**config.mk**
```make
export PLATFORM = sky130hd
export DESIGN_NAME = nvm_prog_ctrl
export DESIGN_NICKNAME = d
export VERILOG_FILES = /design/src/common/nvm_prog_pkg.sv /design/src/nvm_prog_ctrl.sv
export SDC_FILE = /design/constraint.sdc
export NUM_CORES = 1
export LEC_CHECK = 0
export BUFFER_PORTS_ARGS = -buffer_cell sky130_fd_sc_hd__buf_2
export CORE_ASPECT_RATIO = 1.1
export CORE_MARGIN = 2
export CORE_UTILIZATION = 46
export DETAILED_ROUTE_END_ITERATION = 12
export PLACE_DENSITY = 0.85
export REMOVE_ABC_BUFFERS = 1
export SLEW_MARGIN = 20
export SYNTH_ARGS = -nofsm -noshare
export SYNTH_HDL_FRONTEND = slang
export SYNTH_SLANG_ARGS = --single-unit
export TNS_END_PERCENT = 5
```
**constraint.sdc**
```tcl
create_clock -name sys_clk -period 2.06 [get_ports sys_clk]
set_clock_uncertainty 0.05 [all_clocks]
set_input_delay 0.206 -clock sys_clk [delete_from_list [all_inputs] [get_ports sys_clk]]
set_output_delay 0.206 -clock sys_clk [all_outputs]
set_load 0.02 [all_outputs]
```
**src/common/nvm_prog_pkg.sv**
```systemverilog
// constants, carriers and state layout for the nonvolatile programming control block
package nvm_prog_pkg;

    // ------------------------------------------------------------
    // register map (printed offsets are indices, byte address = 4 x index)
    // ------------------------------------------------------------
    localparam logic [11:0] CTRL_IDX = 12'h0007;
    localparam logic [11:0] OPT_IDX = 12'h0100;
    localparam logic [11:0] FACT_IDX = 12'h0110;
    localparam logic [11:0] STAT_IDX = 12'h0111;
    localparam logic [11:0] CTRL_ADDR = 12'h001c;
    localparam logic [11:0] OPT_ADDR = 12'h0400;
    localparam logic [11:0] FACT_ADDR = 12'h0440;
    localparam logic [11:0] STAT_ADDR = 12'h0444;

    // control register fields
    localparam int CTRL_EPROM_LAT = 5;
    localparam int CTRL_EPROM_PGM = 4;
    localparam int CTRL_EXT_CLOCK_OUT_EN = 3;
    localparam int CTRL_EE_ERA = 2;
    localparam int CTRL_EE_LAT = 1;
    localparam int CTRL_EE_PUMP = 0;
    localparam logic [7:0] CTRL_RESET = 8'h00;

    // option byte fields
    localparam int OPT_UNPROT = 1;
    localparam int OPT_SEC_OFF = 0;

    // factory option byte fields
    localparam int FACT_POR_HOLD = 4;
    localparam int FACT_WDOG_RST = 3;
    localparam int FACT_WDOG_WAIT = 2;
    localparam int FACT_PB_PD = 1;
    localparam int FACT_PC_PD = 0;

    // status register fields
    localparam int STAT_EE_FAIL = 0;
    localparam int STAT_EP_GROUP_ERR = 1;

    // memory ranges on the cpu memory side
    localparam logic [15:0] EPROM_LO = 16'h0200;
    localparam logic [15:0] EPROM_HI = 16'h3dff;
    localparam logic [15:0] EEPROM_LO = 16'h0100;
    localparam logic [15:0] EEPROM_HI = 16'h01ff;
    localparam logic [15:0] EEPROM_UPPER = 16'h0120;

    // power-on reset pin hold, in cpu cycles
    localparam logic [11:0] POR_HOLD_SHORT = 12'h0010;
    localparam logic [11:0] POR_HOLD_LONG = 12'h0fe0;

    localparam int GROUP_BYTES = 8;

    // ------------------------------------------------------------
    // carriers
    // ------------------------------------------------------------
    typedef struct packed {
        logic wr;
        logic [15:0] addr;
        logic [7:0] data;
    } mem_wr_s;

    typedef struct packed {
        logic eprom_latch_en;
        logic eprom_prog_en;
        logic ext_clock_out_en;
        logic eeprom_erase_sel;
        logic eeprom_latch_en;
        logic eeprom_pump_en;
    } ctrl_s;

    typedef struct packed {
        ctrl_s ctrl;
        logic ep_have_byte;
        logic [12:0] ep_group;
        logic [GROUP_BYTES-1:0] ep_mask;
        logic [GROUP_BYTES-1:0][7:0] ep_data;
        logic ep_group_err;
        logic ee_addr_taken;
        logic [7:0] ee_addr;
        logic [7:0] ee_data;
        logic ee_fail;
        logic [7:0] opt_image;
        logic [7:0] fact_image;
        logic unprot_eff;
        logic sec_off_eff;
        logic opts_loaded;
        logic [11:0] por_cnt;
        logic por_hold_n;
        logic wdog_en;
        logic wdog_run;
        logic [7:0] portb_pd;
        logic [7:0] portc_pd;
        logic ee_pump_out;
        logic waitreq;
        logic [31:0] rdata;
    } state_s;

endpackage

```
**src/nvm_prog_ctrl.sv**
```systemverilog
// programming control for the on-chip eprom and eeprom with option bytes
`timescale 1ns/10ps

module nvm_prog_ctrl (
    input wire logic sys_clk,
    input wire logic rst_n,
    // avalon-mm slave
    input wire logic [11:0] avs_address,
    input wire logic avs_read,
    input wire logic avs_write,
    input wire logic [31:0] avs_writedata,
    input wire logic [3:0] avs_byteenable,
    output logic [31:0] avs_readdata,
    output logic avs_waitrequest,
    // cpu memory write port
    input nvm_prog_pkg::mem_wr_s mem_wr,
    // system inputs
    input wire logic stop_entry,
    input wire logic wait_mode,
    input wire logic bootstrap_mode,
    input wire logic [7:0] factory_opt_in,
    input wire logic [7:0] option_nv_in,
    input wire logic [7:0] portb_ddr,
    input wire logic [7:0] portc_ddr,
    // eprom array side
    output logic eprom_read_ok,
    output logic eprom_prog_en,
    output logic [12:0] eprom_group_addr,
    output logic [7:0] eprom_byte_mask,
    output logic [63:0] eprom_group_data,
    // eeprom array side
    output logic eeprom_read_ok,
    output logic eeprom_erase_sel,
    output logic eeprom_pump_on,
    output logic [7:0] eeprom_addr,
    output logic [7:0] eeprom_data,
    // option effects
    output logic ext_clock_out_en,
    output logic por_hold_n,
    output logic wdog_enable,
    output logic wdog_running,
    output logic [7:0] portb_pulldown,
    output logic [7:0] portc_pulldown,
    output logic nonuser_mode_ok
);

    nvm_prog_pkg::state_s st_r;
    nvm_prog_pkg::state_s st_nxt;

    // ------------------------------------------------------------
    // decode helpers
    // ------------------------------------------------------------
    logic req;
    logic bus_take;
    logic wr_take;
    logic in_eprom;
    logic in_eeprom;
    logic ee_upper;
    logic ee_allowed;
    logic [7:0] ctrl_rd;
    logic [7:0] wd;

    // a request completes at the edge where waitrequest is seen low
    assign req = avs_read | avs_write;
    assign bus_take = req & ~st_r.waitreq;
    assign wr_take = bus_take & avs_write & avs_byteenable[0];
    assign wd = avs_writedata[7:0];
    assign in_eprom = (mem_wr.addr >= nvm_prog_pkg::EPROM_LO)
        && (mem_wr.addr <= nvm_prog_pkg::EPROM_HI);
    assign in_eeprom = (mem_wr.addr >= nvm_prog_pkg::EEPROM_LO)
        && (mem_wr.addr <= nvm_prog_pkg::EEPROM_HI);
    assign ee_upper = ({8'h01, st_r.ee_addr} >= nvm_prog_pkg::EEPROM_UPPER);
    // bootstrap lifts protection; lower part is never protected
    assign ee_allowed = ~ee_upper | st_r.unprot_eff | bootstrap_mode;

    // control readback, bits 7:6 are not implemented
    assign ctrl_rd = {2'b00, st_r.ctrl.eprom_latch_en, st_r.ctrl.eprom_prog_en,
        st_r.ctrl.ext_clock_out_en, st_r.ctrl.eeprom_erase_sel,
        st_r.ctrl.eeprom_latch_en, st_r.ctrl.eeprom_pump_en};

    // ------------------------------------------------------------
    // next state
    // ------------------------------------------------------------
    always_comb begin
        st_nxt = st_r;

        // bus handshake: one wait cycle, then a single low cycle
        st_nxt.waitreq = ~(req & st_r.waitreq);
        if (req & st_r.waitreq) begin
            case (avs_address)
                nvm_prog_pkg::CTRL_ADDR: st_nxt.rdata = {24'h00_0000, ctrl_rd};
                nvm_prog_pkg::OPT_ADDR: st_nxt.rdata = {24'h00_0000, st_r.opt_image};
                nvm_prog_pkg::FACT_ADDR: st_nxt.rdata = {24'h00_0000, st_r.fact_image};
                nvm_prog_pkg::STAT_ADDR: st_nxt.rdata = {30'h0000_0000,
                    st_r.ep_group_err, st_r.ee_fail};
                default: st_nxt.rdata = 32'h0000_0000;
            endcase
        end

        // control register write
        if (wr_take && (avs_address == nvm_prog_pkg::CTRL_ADDR)) begin
            st_nxt.ctrl.eprom_latch_en = wd[nvm_prog_pkg::CTRL_EPROM_LAT];
            st_nxt.ctrl.ext_clock_out_en = wd[nvm_prog_pkg::CTRL_EXT_CLOCK_OUT_EN];
            // program enable: set needs latch already up and a byte held
            if (wd[nvm_prog_pkg::CTRL_EPROM_PGM] && st_r.ctrl.eprom_latch_en
                && st_r.ep_have_byte) begin
                st_nxt.ctrl.eprom_prog_en = 1'b1;
            end
            // a written zero leaves program enable alone
            st_nxt.ctrl.eeprom_latch_en = wd[nvm_prog_pkg::CTRL_EE_LAT];
            // erase select only moves before the target address is taken
            if (!st_r.ee_addr_taken && !st_r.ctrl.eeprom_pump_en) begin
                st_nxt.ctrl.eeprom_erase_sel = wd[nvm_prog_pkg::CTRL_EE_ERA];
            end
            // pump needs latched data; a protected target fails instead
            if (wd[nvm_prog_pkg::CTRL_EE_PUMP] && st_r.ctrl.eeprom_latch_en
                && st_r.ee_addr_taken) begin
                if (ee_allowed) begin
                    st_nxt.ctrl.eeprom_pump_en = 1'b1;
                end else begin
                    st_nxt.ee_fail = 1'b1;
                end
            end
        end

        // status write: a one clears a sticky flag
        if (wr_take && (avs_address == nvm_prog_pkg::STAT_ADDR)) begin
            if (wd[nvm_prog_pkg::STAT_EE_FAIL]) begin
                st_nxt.ee_fail = 1'b0;
            end
            if (wd[nvm_prog_pkg::STAT_EP_GROUP_ERR]) begin
                st_nxt.ep_group_err = 1'b0;
            end
        end

        // option byte program: bits only go to zero, and only with the eeprom latch
        if (wr_take && (avs_address == nvm_prog_pkg::OPT_ADDR)
            && st_r.ctrl.eeprom_latch_en) begin
            st_nxt.opt_image[nvm_prog_pkg::OPT_UNPROT] =
                st_r.opt_image[nvm_prog_pkg::OPT_UNPROT] & wd[nvm_prog_pkg::OPT_UNPROT];
            st_nxt.opt_image[nvm_prog_pkg::OPT_SEC_OFF] =
                st_r.opt_image[nvm_prog_pkg::OPT_SEC_OFF] & wd[nvm_prog_pkg::OPT_SEC_OFF];
        end

        // eprom capture window: latch up, program down
        if (mem_wr.wr && in_eprom && st_r.ctrl.eprom_latch_en
            && !st_r.ctrl.eprom_prog_en) begin
            if (!st_r.ep_have_byte || (mem_wr.addr[15:3] == st_r.ep_group)) begin
                st_nxt.ep_have_byte = 1'b1;
                st_nxt.ep_group = mem_wr.addr[15:3];
                st_nxt.ep_mask[mem_wr.addr[2:0]] = 1'b1;
                // the cell only charges towards one, so rewrites merge by or
                st_nxt.ep_data[mem_wr.addr[2:0]] =
                    st_r.ep_data[mem_wr.addr[2:0]] | mem_wr.data;
            end else begin
                st_nxt.ep_group_err = 1'b1;
            end
        end

        // eeprom capture: first write in range takes address and data
        if (mem_wr.wr && in_eeprom && st_r.ctrl.eeprom_latch_en
            && !st_r.ctrl.eeprom_pump_en && !st_r.ee_addr_taken) begin
            st_nxt.ee_addr_taken = 1'b1;
            st_nxt.ee_addr = mem_wr.addr[7:0];
            st_nxt.ee_data = mem_wr.data;
        end

        // latch clear (by software or stop) drops the whole sequence
        if (stop_entry) begin
            st_nxt.ctrl.eprom_latch_en = 1'b0;
            st_nxt.ctrl.eeprom_latch_en = 1'b0;
        end
        if (!st_nxt.ctrl.eprom_latch_en) begin
            st_nxt.ctrl.eprom_prog_en = 1'b0;
            st_nxt.ep_have_byte = 1'b0;
            st_nxt.ep_mask = 8'h00;
            st_nxt.ep_data = '0;
        end
        if (!st_nxt.ctrl.eeprom_latch_en) begin
            st_nxt.ctrl.eeprom_erase_sel = 1'b0;
            st_nxt.ctrl.eeprom_pump_en = 1'b0;
            st_nxt.ee_addr_taken = 1'b0;
        end
        // pump output follows bit; erase select steers the array mode
        st_nxt.ee_pump_out = st_nxt.ctrl.eeprom_pump_en;

        // options are sampled once, the cycle after reset release
        if (!st_r.opts_loaded) begin
            st_nxt.opts_loaded = 1'b1;
            st_nxt.fact_image = factory_opt_in;
            st_nxt.opt_image = option_nv_in;
            // effective protect and security only change across a reset
            st_nxt.unprot_eff = option_nv_in[nvm_prog_pkg::OPT_UNPROT];
            st_nxt.sec_off_eff = option_nv_in[nvm_prog_pkg::OPT_SEC_OFF];
            st_nxt.wdog_en = factory_opt_in[nvm_prog_pkg::FACT_WDOG_RST]
                & ~bootstrap_mode;
        end

        // reset pin hold count after power-on
        if (st_r.opts_loaded && !st_r.por_hold_n) begin
            st_nxt.por_cnt = st_r.por_cnt + 12'h001;
            if (st_r.fact_image[nvm_prog_pkg::FACT_POR_HOLD]) begin
                st_nxt.por_hold_n = (st_nxt.por_cnt >= nvm_prog_pkg::POR_HOLD_SHORT);
            end else begin
                st_nxt.por_hold_n = (st_nxt.por_cnt >= nvm_prog_pkg::POR_HOLD_LONG);
            end
        end

        // watchdog in wait, port pull-downs on input pins only
        st_nxt.wdog_run = st_r.wdog_en & (~wait_mode
            | st_r.fact_image[nvm_prog_pkg::FACT_WDOG_WAIT]);
        st_nxt.portb_pd = {8{st_r.fact_image[nvm_prog_pkg::FACT_PB_PD]}} & ~portb_ddr;
        st_nxt.portc_pd = {8{st_r.fact_image[nvm_prog_pkg::FACT_PC_PD]}} & ~portc_ddr;
    end

    // ------------------------------------------------------------
    // state register
    // ------------------------------------------------------------
    // synchronous reset is the power-on or external reset of the block
    always_ff @(posedge sys_clk) begin
        if (!rst_n) begin
            st_r <= '0;
            st_r.ctrl <= nvm_prog_pkg::CTRL_RESET[5:0];
            st_r.waitreq <= 1'b1;
        end else begin
            st_r <= st_nxt;
        end
    end

    // ------------------------------------------------------------
    // outputs, all straight from the state register
    // ------------------------------------------------------------
    assign avs_readdata = st_r.rdata;
    assign avs_waitrequest = st_r.waitreq;
    // array reads are only valid with the latch down; code must run from ram
    assign eprom_read_ok = ~st_r.ctrl.eprom_latch_en;
    assign eprom_prog_en = st_r.ctrl.eprom_prog_en;
    assign eprom_group_addr = st_r.ep_group;
    assign eprom_byte_mask = st_r.ep_mask;
    assign eprom_group_data = st_r.ep_data;
    assign eeprom_read_ok = ~st_r.ctrl.eeprom_latch_en;
    assign eeprom_erase_sel = st_r.ctrl.eeprom_erase_sel;
    assign eeprom_pump_on = st_r.ee_pump_out;
    assign eeprom_addr = st_r.ee_addr;
    assign eeprom_data = st_r.ee_data;
    assign ext_clock_out_en = st_r.ctrl.ext_clock_out_en;
    assign por_hold_n = st_r.por_hold_n;
    assign wdog_enable = st_r.wdog_en;
    assign wdog_running = st_r.wdog_run;
    assign portb_pulldown = st_r.portb_pd;
    assign portc_pulldown = st_r.portc_pd;
    assign nonuser_mode_ok = st_r.sec_off_eff;

endmodule

```
==> results.txt, run 1 <==
- After layout, the worst setup slack is -254 ps.
- Ports: around 270
* Number of max-cap violations: 0
- Reported net switching power: around 1.7 mW
- Fraction of synthesis flops using an asynchronous set or reset pin: 0
- Clock-pin slew was measured on the worst setup and hold paths at ~60 ps.
- Dividing the detail-routed via count by the number of cells gives slightly above 5.
- Via count of the routed design: just under 7k
* Height of the die: between 100 and 150 µm
* Leakage dissipation: between 4 and 5 nW
- The critical path in this run is classified as reg -> reg.
- Cell at the slowest stage of the critical path: or4_4
- Vias in the first global route: 6821
- Worst-Skew Late Latency: 430 ps
* Synth Area in Compound Gates: 0.0693
- In this run the clock root is driven by a clkbuf_16.
- Weighted congestion at the end of routability-driven global placement: 0.862
* Non-Filler Instances: around 1.4k
* Part of the power in combinational logic: 0.067
* Clock tree buffer depth: 2
* Overall die width: roughly 130 µm
- Final Net Count: about 1.2k
- Share of final-layout standard cells stronger than drive strength 1: 0.332
- The final reports fail on setup timing.
* First-pass iteration count of the detailed router: 7
- In this run the worst hold path is classified as in -> reg.
* Share of synthesized cell area in full adder, half adder and majority cells: 0.00298
- The number of antenna violations at the first check in global routing is 1.
* Inst Count DP: ~1.3k
- Flops & latches, synth: 170
- R2R cell count: 7
- Entering global routing, the biggest net connects 85 pins.
- In the global route stage, overall resource usage came out at 0.224.
* H-tree level count: 4
- Number of stages on the worst hold path: 3
* Tcrit/Tclk final: 1.12
- The layout has between 1k and 1.5k filler cells.
* Average footprint of a synthesized cell: a little over 9 µm²
- In this run the critical register-to-register path is captured at eprom_group_data[43].
* Maximum vdd drop: approximately 0.55 mV
- Sequential group share of total power: 0.484
- Among all flip-flop cells after synthesis, the most frequent one is dfxtp_1.
- Following the worst setup path forward leads to its endpoint at eprom_group_data[43].
- Before CTS, the worst setup slack after placement is -300 ps.
* Distinct cell type count of the synthesized netlist: 50
- Unrepaired setup endpoints after global routing: true
* Global-route wire length before repair: 34600 µm
* Reg2reg start: eprom_group_addr[8]
- Portion of synthesized cell area occupied by the leading cell type: 0.405
- STA classifies the critical path startpoint as a flip-flop.
* Standard cell core area: about 18000 µm²
* Worst rel slew slack: 0.487
- The share of total power dissipated in the clock network is 0.449.
* Count of flip-flops with a built-in enable after synthesis: 0
- By count the netlist is led by dfxtp_1 (170), buf_4 (149), nand2_1 (130), mux2i_1 (114), nor2_1 (43).
- In the final routed layout, each cell accounts on average for roughly 16 µm.
- Number of rows in the core area: 51
* Maximum fanout encountered on the critical timing path: 9
* Pin slew with the least headroom to its limit: between 700 and 800 ps
- The share of the Yosys chip area taken by registers is 0.405.
* Cell types with the largest area share after synthesis: dfxtp_1 (41%), mux2i_1 (14%), buf_4 (13%), nand2_1 (5.8%), nor2b_1 (3.1%)
- Final Critical Period: around 2300 ps
- Count of pins over their slew limit: 0
* First element of the critical path: eprom_group_addr[8]
* R2r setup slk: -250 ps
- Post-route setup TNS: -6710 ps
* Finish-stage setup viols: 63
* Cell Chain, Critical Path: xor2_1, nor4_1, nand2_1, o41a_1, or4_4, buf_8, mux2i_1
- Relative to the synthesized area, the layout overhead comes to 22.5%.
- The largest total area in the synthesized netlist belongs to dfxtp_1.
- Count leader, synth: dfxtp_1
- Highest achievable clock rate: ~430 MHz
- The largest single stage delay on the critical path is ~540 ps.
- Once detail routing completed, the nets flagged for antenna violations numbered 0.
- The die covers about 19000 µm².
- Dominant combinational cell family by area after synthesis: simple AND/OR/NAND/NOR gates
- TritonCTS built the clock tree.
- Yosys warning total: 0
- The flow ran to the end, but the final reports show violations.
- Synthesized area: about 8400 µm²
- Of the total power, the share spent switching nets is 0.243.
- For this run the aggregate overflow at the end of global routing stands at 0.
* Pwr dens: 673 nW/µm²
- In the routed design, unresolved DRC markers number 0.
* Final Routed Wirelength: about 22000 µm
- Area share of and/or/nand/nor cells after synthesis: 0.168
- Multiplexer share of the synthesized area: 0.164
* Worst Path Required: 2310 ps
- Total half-perimeter wirelength after legalization and detailed placement: roughly 16000 µm
- Num Clock Sinks: 170
- Port Buffers: between 200 and 250
- For this configuration, the core starts out at a cell density of 0.471.
- Detailed Route Iter0 Violations: 383
* TritonCTS Buffers: 17
* Arrival time of the worst setup path: around 2600 ps
- Area share of xor/xnor cells in the synthesized design: 0.0261
- The internal power of the cells totals 5.24 mW.
- Number of hold violations in the final report: 0
- Worst Setup End Kind: flip-flop
* Gate count after technology mapping: 917
## cell usage in the layout, fill, tap and decap left out, types with 8 or more instances in the layout
| master | netlist | routed |
|---|---|---|
| a21oi_1 | 22 | 21 |
| nand3_1 | 13 | 13 |
| buf_4 | 149 | 78 |
| nor2b_1 | 42 | 42 |
| conb_1 | 1 | 24 |
| nand4_1 | 11 | 11 |
| clkbuf_16 | 0 | 17 |
| mux2i_1 | 114 | 113 |
| buf_2 | 17 | 218 |
| o21ai_0 | 13 | 13 |
| a21boi_0 | 8 | 8 |
| dfxtp_1 | 170 | 167 |
| xor2_1 | 13 | 13 |
| mux2_2 | 9 | 9 |
| inv_1 | 11 | 10 |
| nand2_1 | 130 | 128 |
| dlygate4sd3_1 | 0 | 33 |
| and2_1 | 13 | 13 |
| xnor2_1 | 12 | 12 |
| nor3_1 | 11 | 10 |
| nor2_1 | 43 | 42 |
## final cells by class
class	count	area [µm²]	share of cell area
Antenna cell	1	2.50	0.000243
Clock buffer	19	433	0.0421
Tap cell	238	298	0.0290
Timing Repair Buffer	341	2210	0.215
Inverter	11	41.3	0.00402
Clock inverter	13	133	0.0129
Multi-Input combinational cell	560	3760	0.366
Sequential cell	170	3410	0.331
## through the flow
step | util | hold slack [ps] | instance area (µm²) | total power, mW
after global placement | 0.522 | 312 | 9290 | 3.82
final | 0.577 | 16.3 | 10300 | 6.92
after floorplan | - | 184 | 7150 | 3.59
after global routing | 0.577 | 19.7 | 10300 | 7.16
after detailed placement | 0.522 | 315 | 9290 | 3.83
after CTS | 0.575 | 3.35 | 10200 | 6.97
## worst min path at each step
stage / slack, ps / to / from
2_1_floorplan: 180 / st_r[65] / rst_n
3_3_place_gp: 310 / portb_pulldown[6] / portb_ddr[6]
3_5_place_dp: 310 / portb_pulldown[2] / portb_ddr[2]
4_1_cts: 3 / eeprom_data[2] / mem_wr[2]
5_1_grt: 20 / eeprom_data[2] / mem_wr[2]
6_report: 20 / eeprom_data[2] / mem_wr[2]
## registers in the layout (all words and copies together) (netlist names), 2 cells and up
name,flops
ctrl_rd,2
eeprom_addr,8
st_r,34
eprom_group_addr,13
avs_readdata,8
eprom_byte_mask,8
portb_pulldown,8
eprom_group_data,64
portc_pulldown,8
eeprom_data,8
## power groups by stage
stage                     clock network, mW  logic [mW]  registers (mW)
final                                  3.10       0.463            3.35
after global routing                   3.31       0.498            3.35
after CTS                              3.17       0.456            3.35
after detailed placement                  0       0.404            3.42
after global placement                    0       0.397            3.42
after floorplan                           0       0.158            3.44
## cells by family (layout without fill, tap and decap cells)
| group | after synthesis | after routing |
|---|---|---|
| AOI/OAI and AO/OA | 85 | 85 |
| adders and majority gates | 2 | 2 |
| muxes | 129 | 129 |
| buffers and inverters | 210 | 384 |
| DFF | 170 | 170 |
| and+or+nand+nor | 295 | 295 |
| xor gates and xnor gates | 25 | 25 |
| other | 1 | 25 |
## worst max-delay path: cells and delay by family (launching register included)
family	cells	cell delay, ps
simple gates	3	960
flops	1	330
compound gates	1	400
xor+xnor	1	160
mux	1	120
buf+inv	1	170
## timing repair
action / CTS / global route
hold endpoints to repair: 32 / 0
gates resized for setup: 12 / 12
setup buffers: 0 / 1
pin swaps: 7 / 1
endpoints found under the setup margin: 66 / 83
cloned: 1 / 1
hold buffers: 33 / 0
## routing by layer
metal / global-route usage / wire length, µm / up-vias
li1: - / - / 3286
met1: 0.262 / 8780 / 3228
met2: 0.401 / 11100 / 291
met3: 0.0408 / 1550 / 39
met4: 0.0914 / 518 / 0
met5: 0 / 0 / -
Note: power is estimated with default switching activity, not from simulation.
==> run 2: changes to the inputs <==
--- a/config.mk
+++ b/config.mk
@@ -5,12 +5,14 @@
 export SDC_FILE = /design/constraint.sdc
 export NUM_CORES = 1
 export LEC_CHECK = 0
+export ABC_AREA = 1
 export BUFFER_PORTS_ARGS = -buffer_cell sky130_fd_sc_hd__buf_2
 export CORE_ASPECT_RATIO = 1.1
 export CORE_MARGIN = 2
-export CORE_UTILIZATION = 46
+export CORE_UTILIZATION = 47
 export DETAILED_ROUTE_END_ITERATION = 12
-export PLACE_DENSITY = 0.85
+export MAX_ROUTING_LAYER = met4
+export PLACE_DENSITY = 0.87
 export REMOVE_ABC_BUFFERS = 1
 export SLEW_MARGIN = 20
 export SYNTH_ARGS = -nofsm -noshare
==> run 2 against run 1 <==
The flow now finishes without violations; combinational power grew 27%; design area down 0.24%; synthesized cell count rose by 34%; hold slack worse by 3.7 ps; critical path depth is 8 higher; non-clock buffer count down 34; via count is 21% higher; total power rose by 5.4%; sequential share of layout area hardly changed; critical endpoint is now eprom_group_data[51].
==> results.txt, run 2 <==
- The run finished with clean final reports.
- Worst rel slew slack: 0.643
* Unrepaired setup endpoints after global routing: true
* Count of flip-flops with a built-in enable after synthesis: 0
* Initial Utilization: 0.480
- Root cell of the clock tree: clkbuf_16
* Total gr overflow: 0
- Of the total synthesized cell area, the portion taken by full adders, half adders and majority gates is 0.00294.
- The critical path goes through dlygate4sd3_1, buf_2, inv_1, o22ai_1, nor2_1, nand2_1, nor2_1, nand2_2, nand2_4, buf_4, nand3_2, buf_12, nand2_1, nand2_1, nor2_1.
- Number of stages on the worst hold path: 3
- Multiplexer share of the synthesized area: 0
- In this run the static leakage power is roughly 5.1 nW.
- Flops & latches, synth: 170
- The first global-routing pass estimated slightly below 40000 µm of wire.
* Final Critical Period: between 1500 and 2000 ps
* Count leader, synth: nand2_1
- Broken down by cell family, the worst path's largest delay share belongs to buffers and inverters.
* Worst Hold Endpoint: eeprom_data[3]
- Vias in the first global route: 7676
* Layout overhead on the synthesized area: 20.3%
* Gate count after technology mapping: between 1k and 1.5k
* Reg2reg end: eprom_group_data[51]
- The number of antenna violations at the first check in global routing was 1.
- The count of nets left with antenna violations once routing finished came out at 0.
- Setup violations remaining at the end of the flow were counted as 0.
- Of the total synthesized cell area, the portion taken by AND, OR, NAND and NOR gates is 0.255.
- Data on the critical path is required at its endpoint by around 2400 ps.
- Inst Count DP: between 1.5k and 2k
- H-tree level count: 4
- Most common cell after layout, fill and taps aside: nand2_1
- Yosys attributes the largest share of cell area to dfxtp_1 (40%), buf_4 (13%), nand2_1 (10%), nor2_1 (9.6%), inv_1 (6.2%).
- Worst Setup End Kind: flip-flop
* CTS tree: done
- Worst min-delay path category: in -> reg
* Pin slew with the least headroom to its limit: around 540 ps
- The first detailed-routing pass ran for 5 iterations.
* Highest-count cells in the layout ignoring fill and taps: nand2_1 (226), nor2_1 (218), buf_2 (218), dfxtp_1 (170), inv_1 (139)
- Yosys warning total: 0
- Detailed routing inserted a total of between 8k and 9k vias.
- Along the worst path, the maximum fanout reaches 15.
* Share of synthesized area occupied by flip-flops and latches: 0.399
- Die Area: between 15000 and 20000 µm²
- Highest achievable clock rate: between 500 and 600 MHz
* Post-route DRC violation count: 0
- In this run the critical register-to-register path is launched from eprom_group_addr[12].
* Arrival time of the worst setup path: ~2300 ps
* Filler Cells Inserted: between 1.5k and 2k
- The commonest cells after synthesis are nand2_1 (228), nor2_1 (219), dfxtp_1 (170), buf_4 (151), inv_1 (140).
* Distinct cell type count of the synthesized netlist: 42
* Cell at the slowest stage of the critical path: dlygate4sd3_1
- Avg WL per Cell: around 15 µm
- Via density per instance: ~5
* R2r setup slk: ~160 ps
- Number of max-cap violations: 0
* Count of pins over their slew limit: 0
* Synthesized area: around 8500 µm²
* Worst setup path category: in -> reg
- R2R cell count: 14
* Non-Filler Instances: roughly 1.6k
- Synth Area in Compound Gates: 0.119
* Standard cell core area: roughly 18000 µm²
- The number of failing hold endpoints at the final stage was 0.
* Min-delay src: mem_wr[3]
* Ports: between 200 and 300
- Clock tree buffer depth: 2
- Share of final-layout standard cells stronger than drive strength 1: 0.225
* Height of the die: 145 µm
* Detailed Route Iter0 Violations: about 610
- Post-synth top area cell: dfxtp_1
- The number of clock buffers added by TritonCTS is 17.
* Num Clock Sinks: between 150 and 200
- Largest register FFs: between 60 and 70
* Port Buffers: roughly 220
- Dominant combinational cell family by area after synthesis: simple AND/OR/NAND/NOR gates
* Ys flop type: dfxtp_1
- Entering global routing, the biggest net connects between 50 and 60 pins.
- Each instance of the synthesized netlist takes up on average 6.96 µm².
- Fraction of synthesis flops using an asynchronous set or reset pin: 0
- Dividing the final minimum period by the clock period gives 0.947.
- In this run the horizontal extent of the chip is 132 µm.
- Clk slew on worst S/H paths: roughly 80 ps
- Area share of xor/xnor cells in the synthesized design: 0.00719
- The worst setup path is launched from a primary input.
- Total half-perimeter wirelength after legalization and detailed placement: approximately 17000 µm
- Post-layout total power: roughly 7.3 mW
* Number of rows in the core area: roughly 50
- The share of synthesized area in the top cell type comes to 0.399.
- The final layout contains between 1.5k and 2k nets.
* Final Routed Wirelength: between 20000 and 25000 µm
- Buf/Inv on CP: 5
- Pwr dens: 711 nW/µm²
- Worst-Skew Late Latency: between 400 and 500 ps
- Weighted congestion at the end of routability-driven global placement: ~0.9
- Global routing usage summed across all routing layers: 0.257
- VDD sags by at most about 0.6 mV.
* Slowest cell delay on critical path: between 500 and 600 ps
[run 2: area by class of cell]
| cell class | instances | area [µm²] | share of cell area |
|---|---|---|---|
| Sequential cell | 170 | 3400 | 0.332 |
| Multi-Input combinational cell | 749 | 3400 | 0.331 |
| Timing Repair Buffer | 307 | 1990 | 0.194 |
| Inverter | 145 | 544 | 0.0531 |
| Clock buffer | 17 | 425 | 0.0415 |
| Tap cell | 238 | 298 | 0.0290 |
| Clock inverter | 15 | 201 | 0.0196 |
| Antenna cell | 1 | 2.50 | 0.000244 |
[run 2: how the worst max path moves through the flow]
stage / startpoint / depth (start not counted) / end
after floorplan: eeprom_pump_on / 6 / eeprom_addr[3]
after global placement: eprom_group_addr[12] / 12 / eprom_group_data[4]
after detailed placement: eprom_group_addr[12] / 12 / eprom_group_addr[5]
after CTS: mem_wr[21] / 13 / eprom_group_addr[5]
after global routing: mem_wr[21] / 16 / eprom_group_data[31]
final: mem_wr[21] / 15 / eprom_group_data[51]
[run 2: report_power, final]
part / switching, mW / internal (mW) / total [mW]
clock network: 1.65 / 1.68 / 3.33
logic: 0.363 / 0.223 / 0.586
registers: 0.0348 / 3.34 / 3.37
[run 2: worst register-to-register path, stage by stage (launching register included)]
cell	delay, ps
dfxtp_1	350
inv_1	80
nand2_1	60
nand2_1	50
nor2_1	150
nand2_1	60
nor2_1	120
nand2_2	130
nand2_4	180
buf_4	140
nand3_2	90
buf_12	170
nand2_1	60
nand2_1	40
nor2_1	100
[run 2: layer usage]
| layer | global-route usage | routed length [µm] | up-vias |
|---|---|---|---|
| met3 | 0.0500 | 2010 | 55 |
| met4 | 0.103 | 602 | 0 |
| met1 | 0.299 | 9910 | 3814 |
| met5 | - | 0 | - |
| li1 | - | - | 4013 |
| met2 | 0.434 | 12200 | 386 |
[run 2: kinds of logic after synthesis]
| logic type | after synthesis |
|---|---|
| buffers and inverters | 330 |
| and+or+nand+nor | 528 |
| AOI/OAI and AO/OA | 187 |
| adders and majority gates | 2 |
| other | 1 |
| DFF | 170 |
| xor gates and xnor gates | 7 |
[run 2: per-stage QoR]
step                       util  hold slack [ps]  area (µm²)  setup TNS (ps)  setup slack [ps]
after floorplan               -              184        7310          -56260             -1040
after global placement    0.515              312        9140               0               120
after detailed placement  0.515              313        9140               0              60.2
after CTS                 0.576             2.58       10200               0              4.23
after global routing      0.578             24.8       10300           -35.4             -20.6
final                     0.578             12.6       10300               0               109
[run 2: what timing repair did]
item                       4_1_cts  5_1_grt
hold buffers                    44        0
resized for setup                0        7
setup endpoints to repair        0       77
hold endpoints to repair        44        0
buffers inserted                 0        2
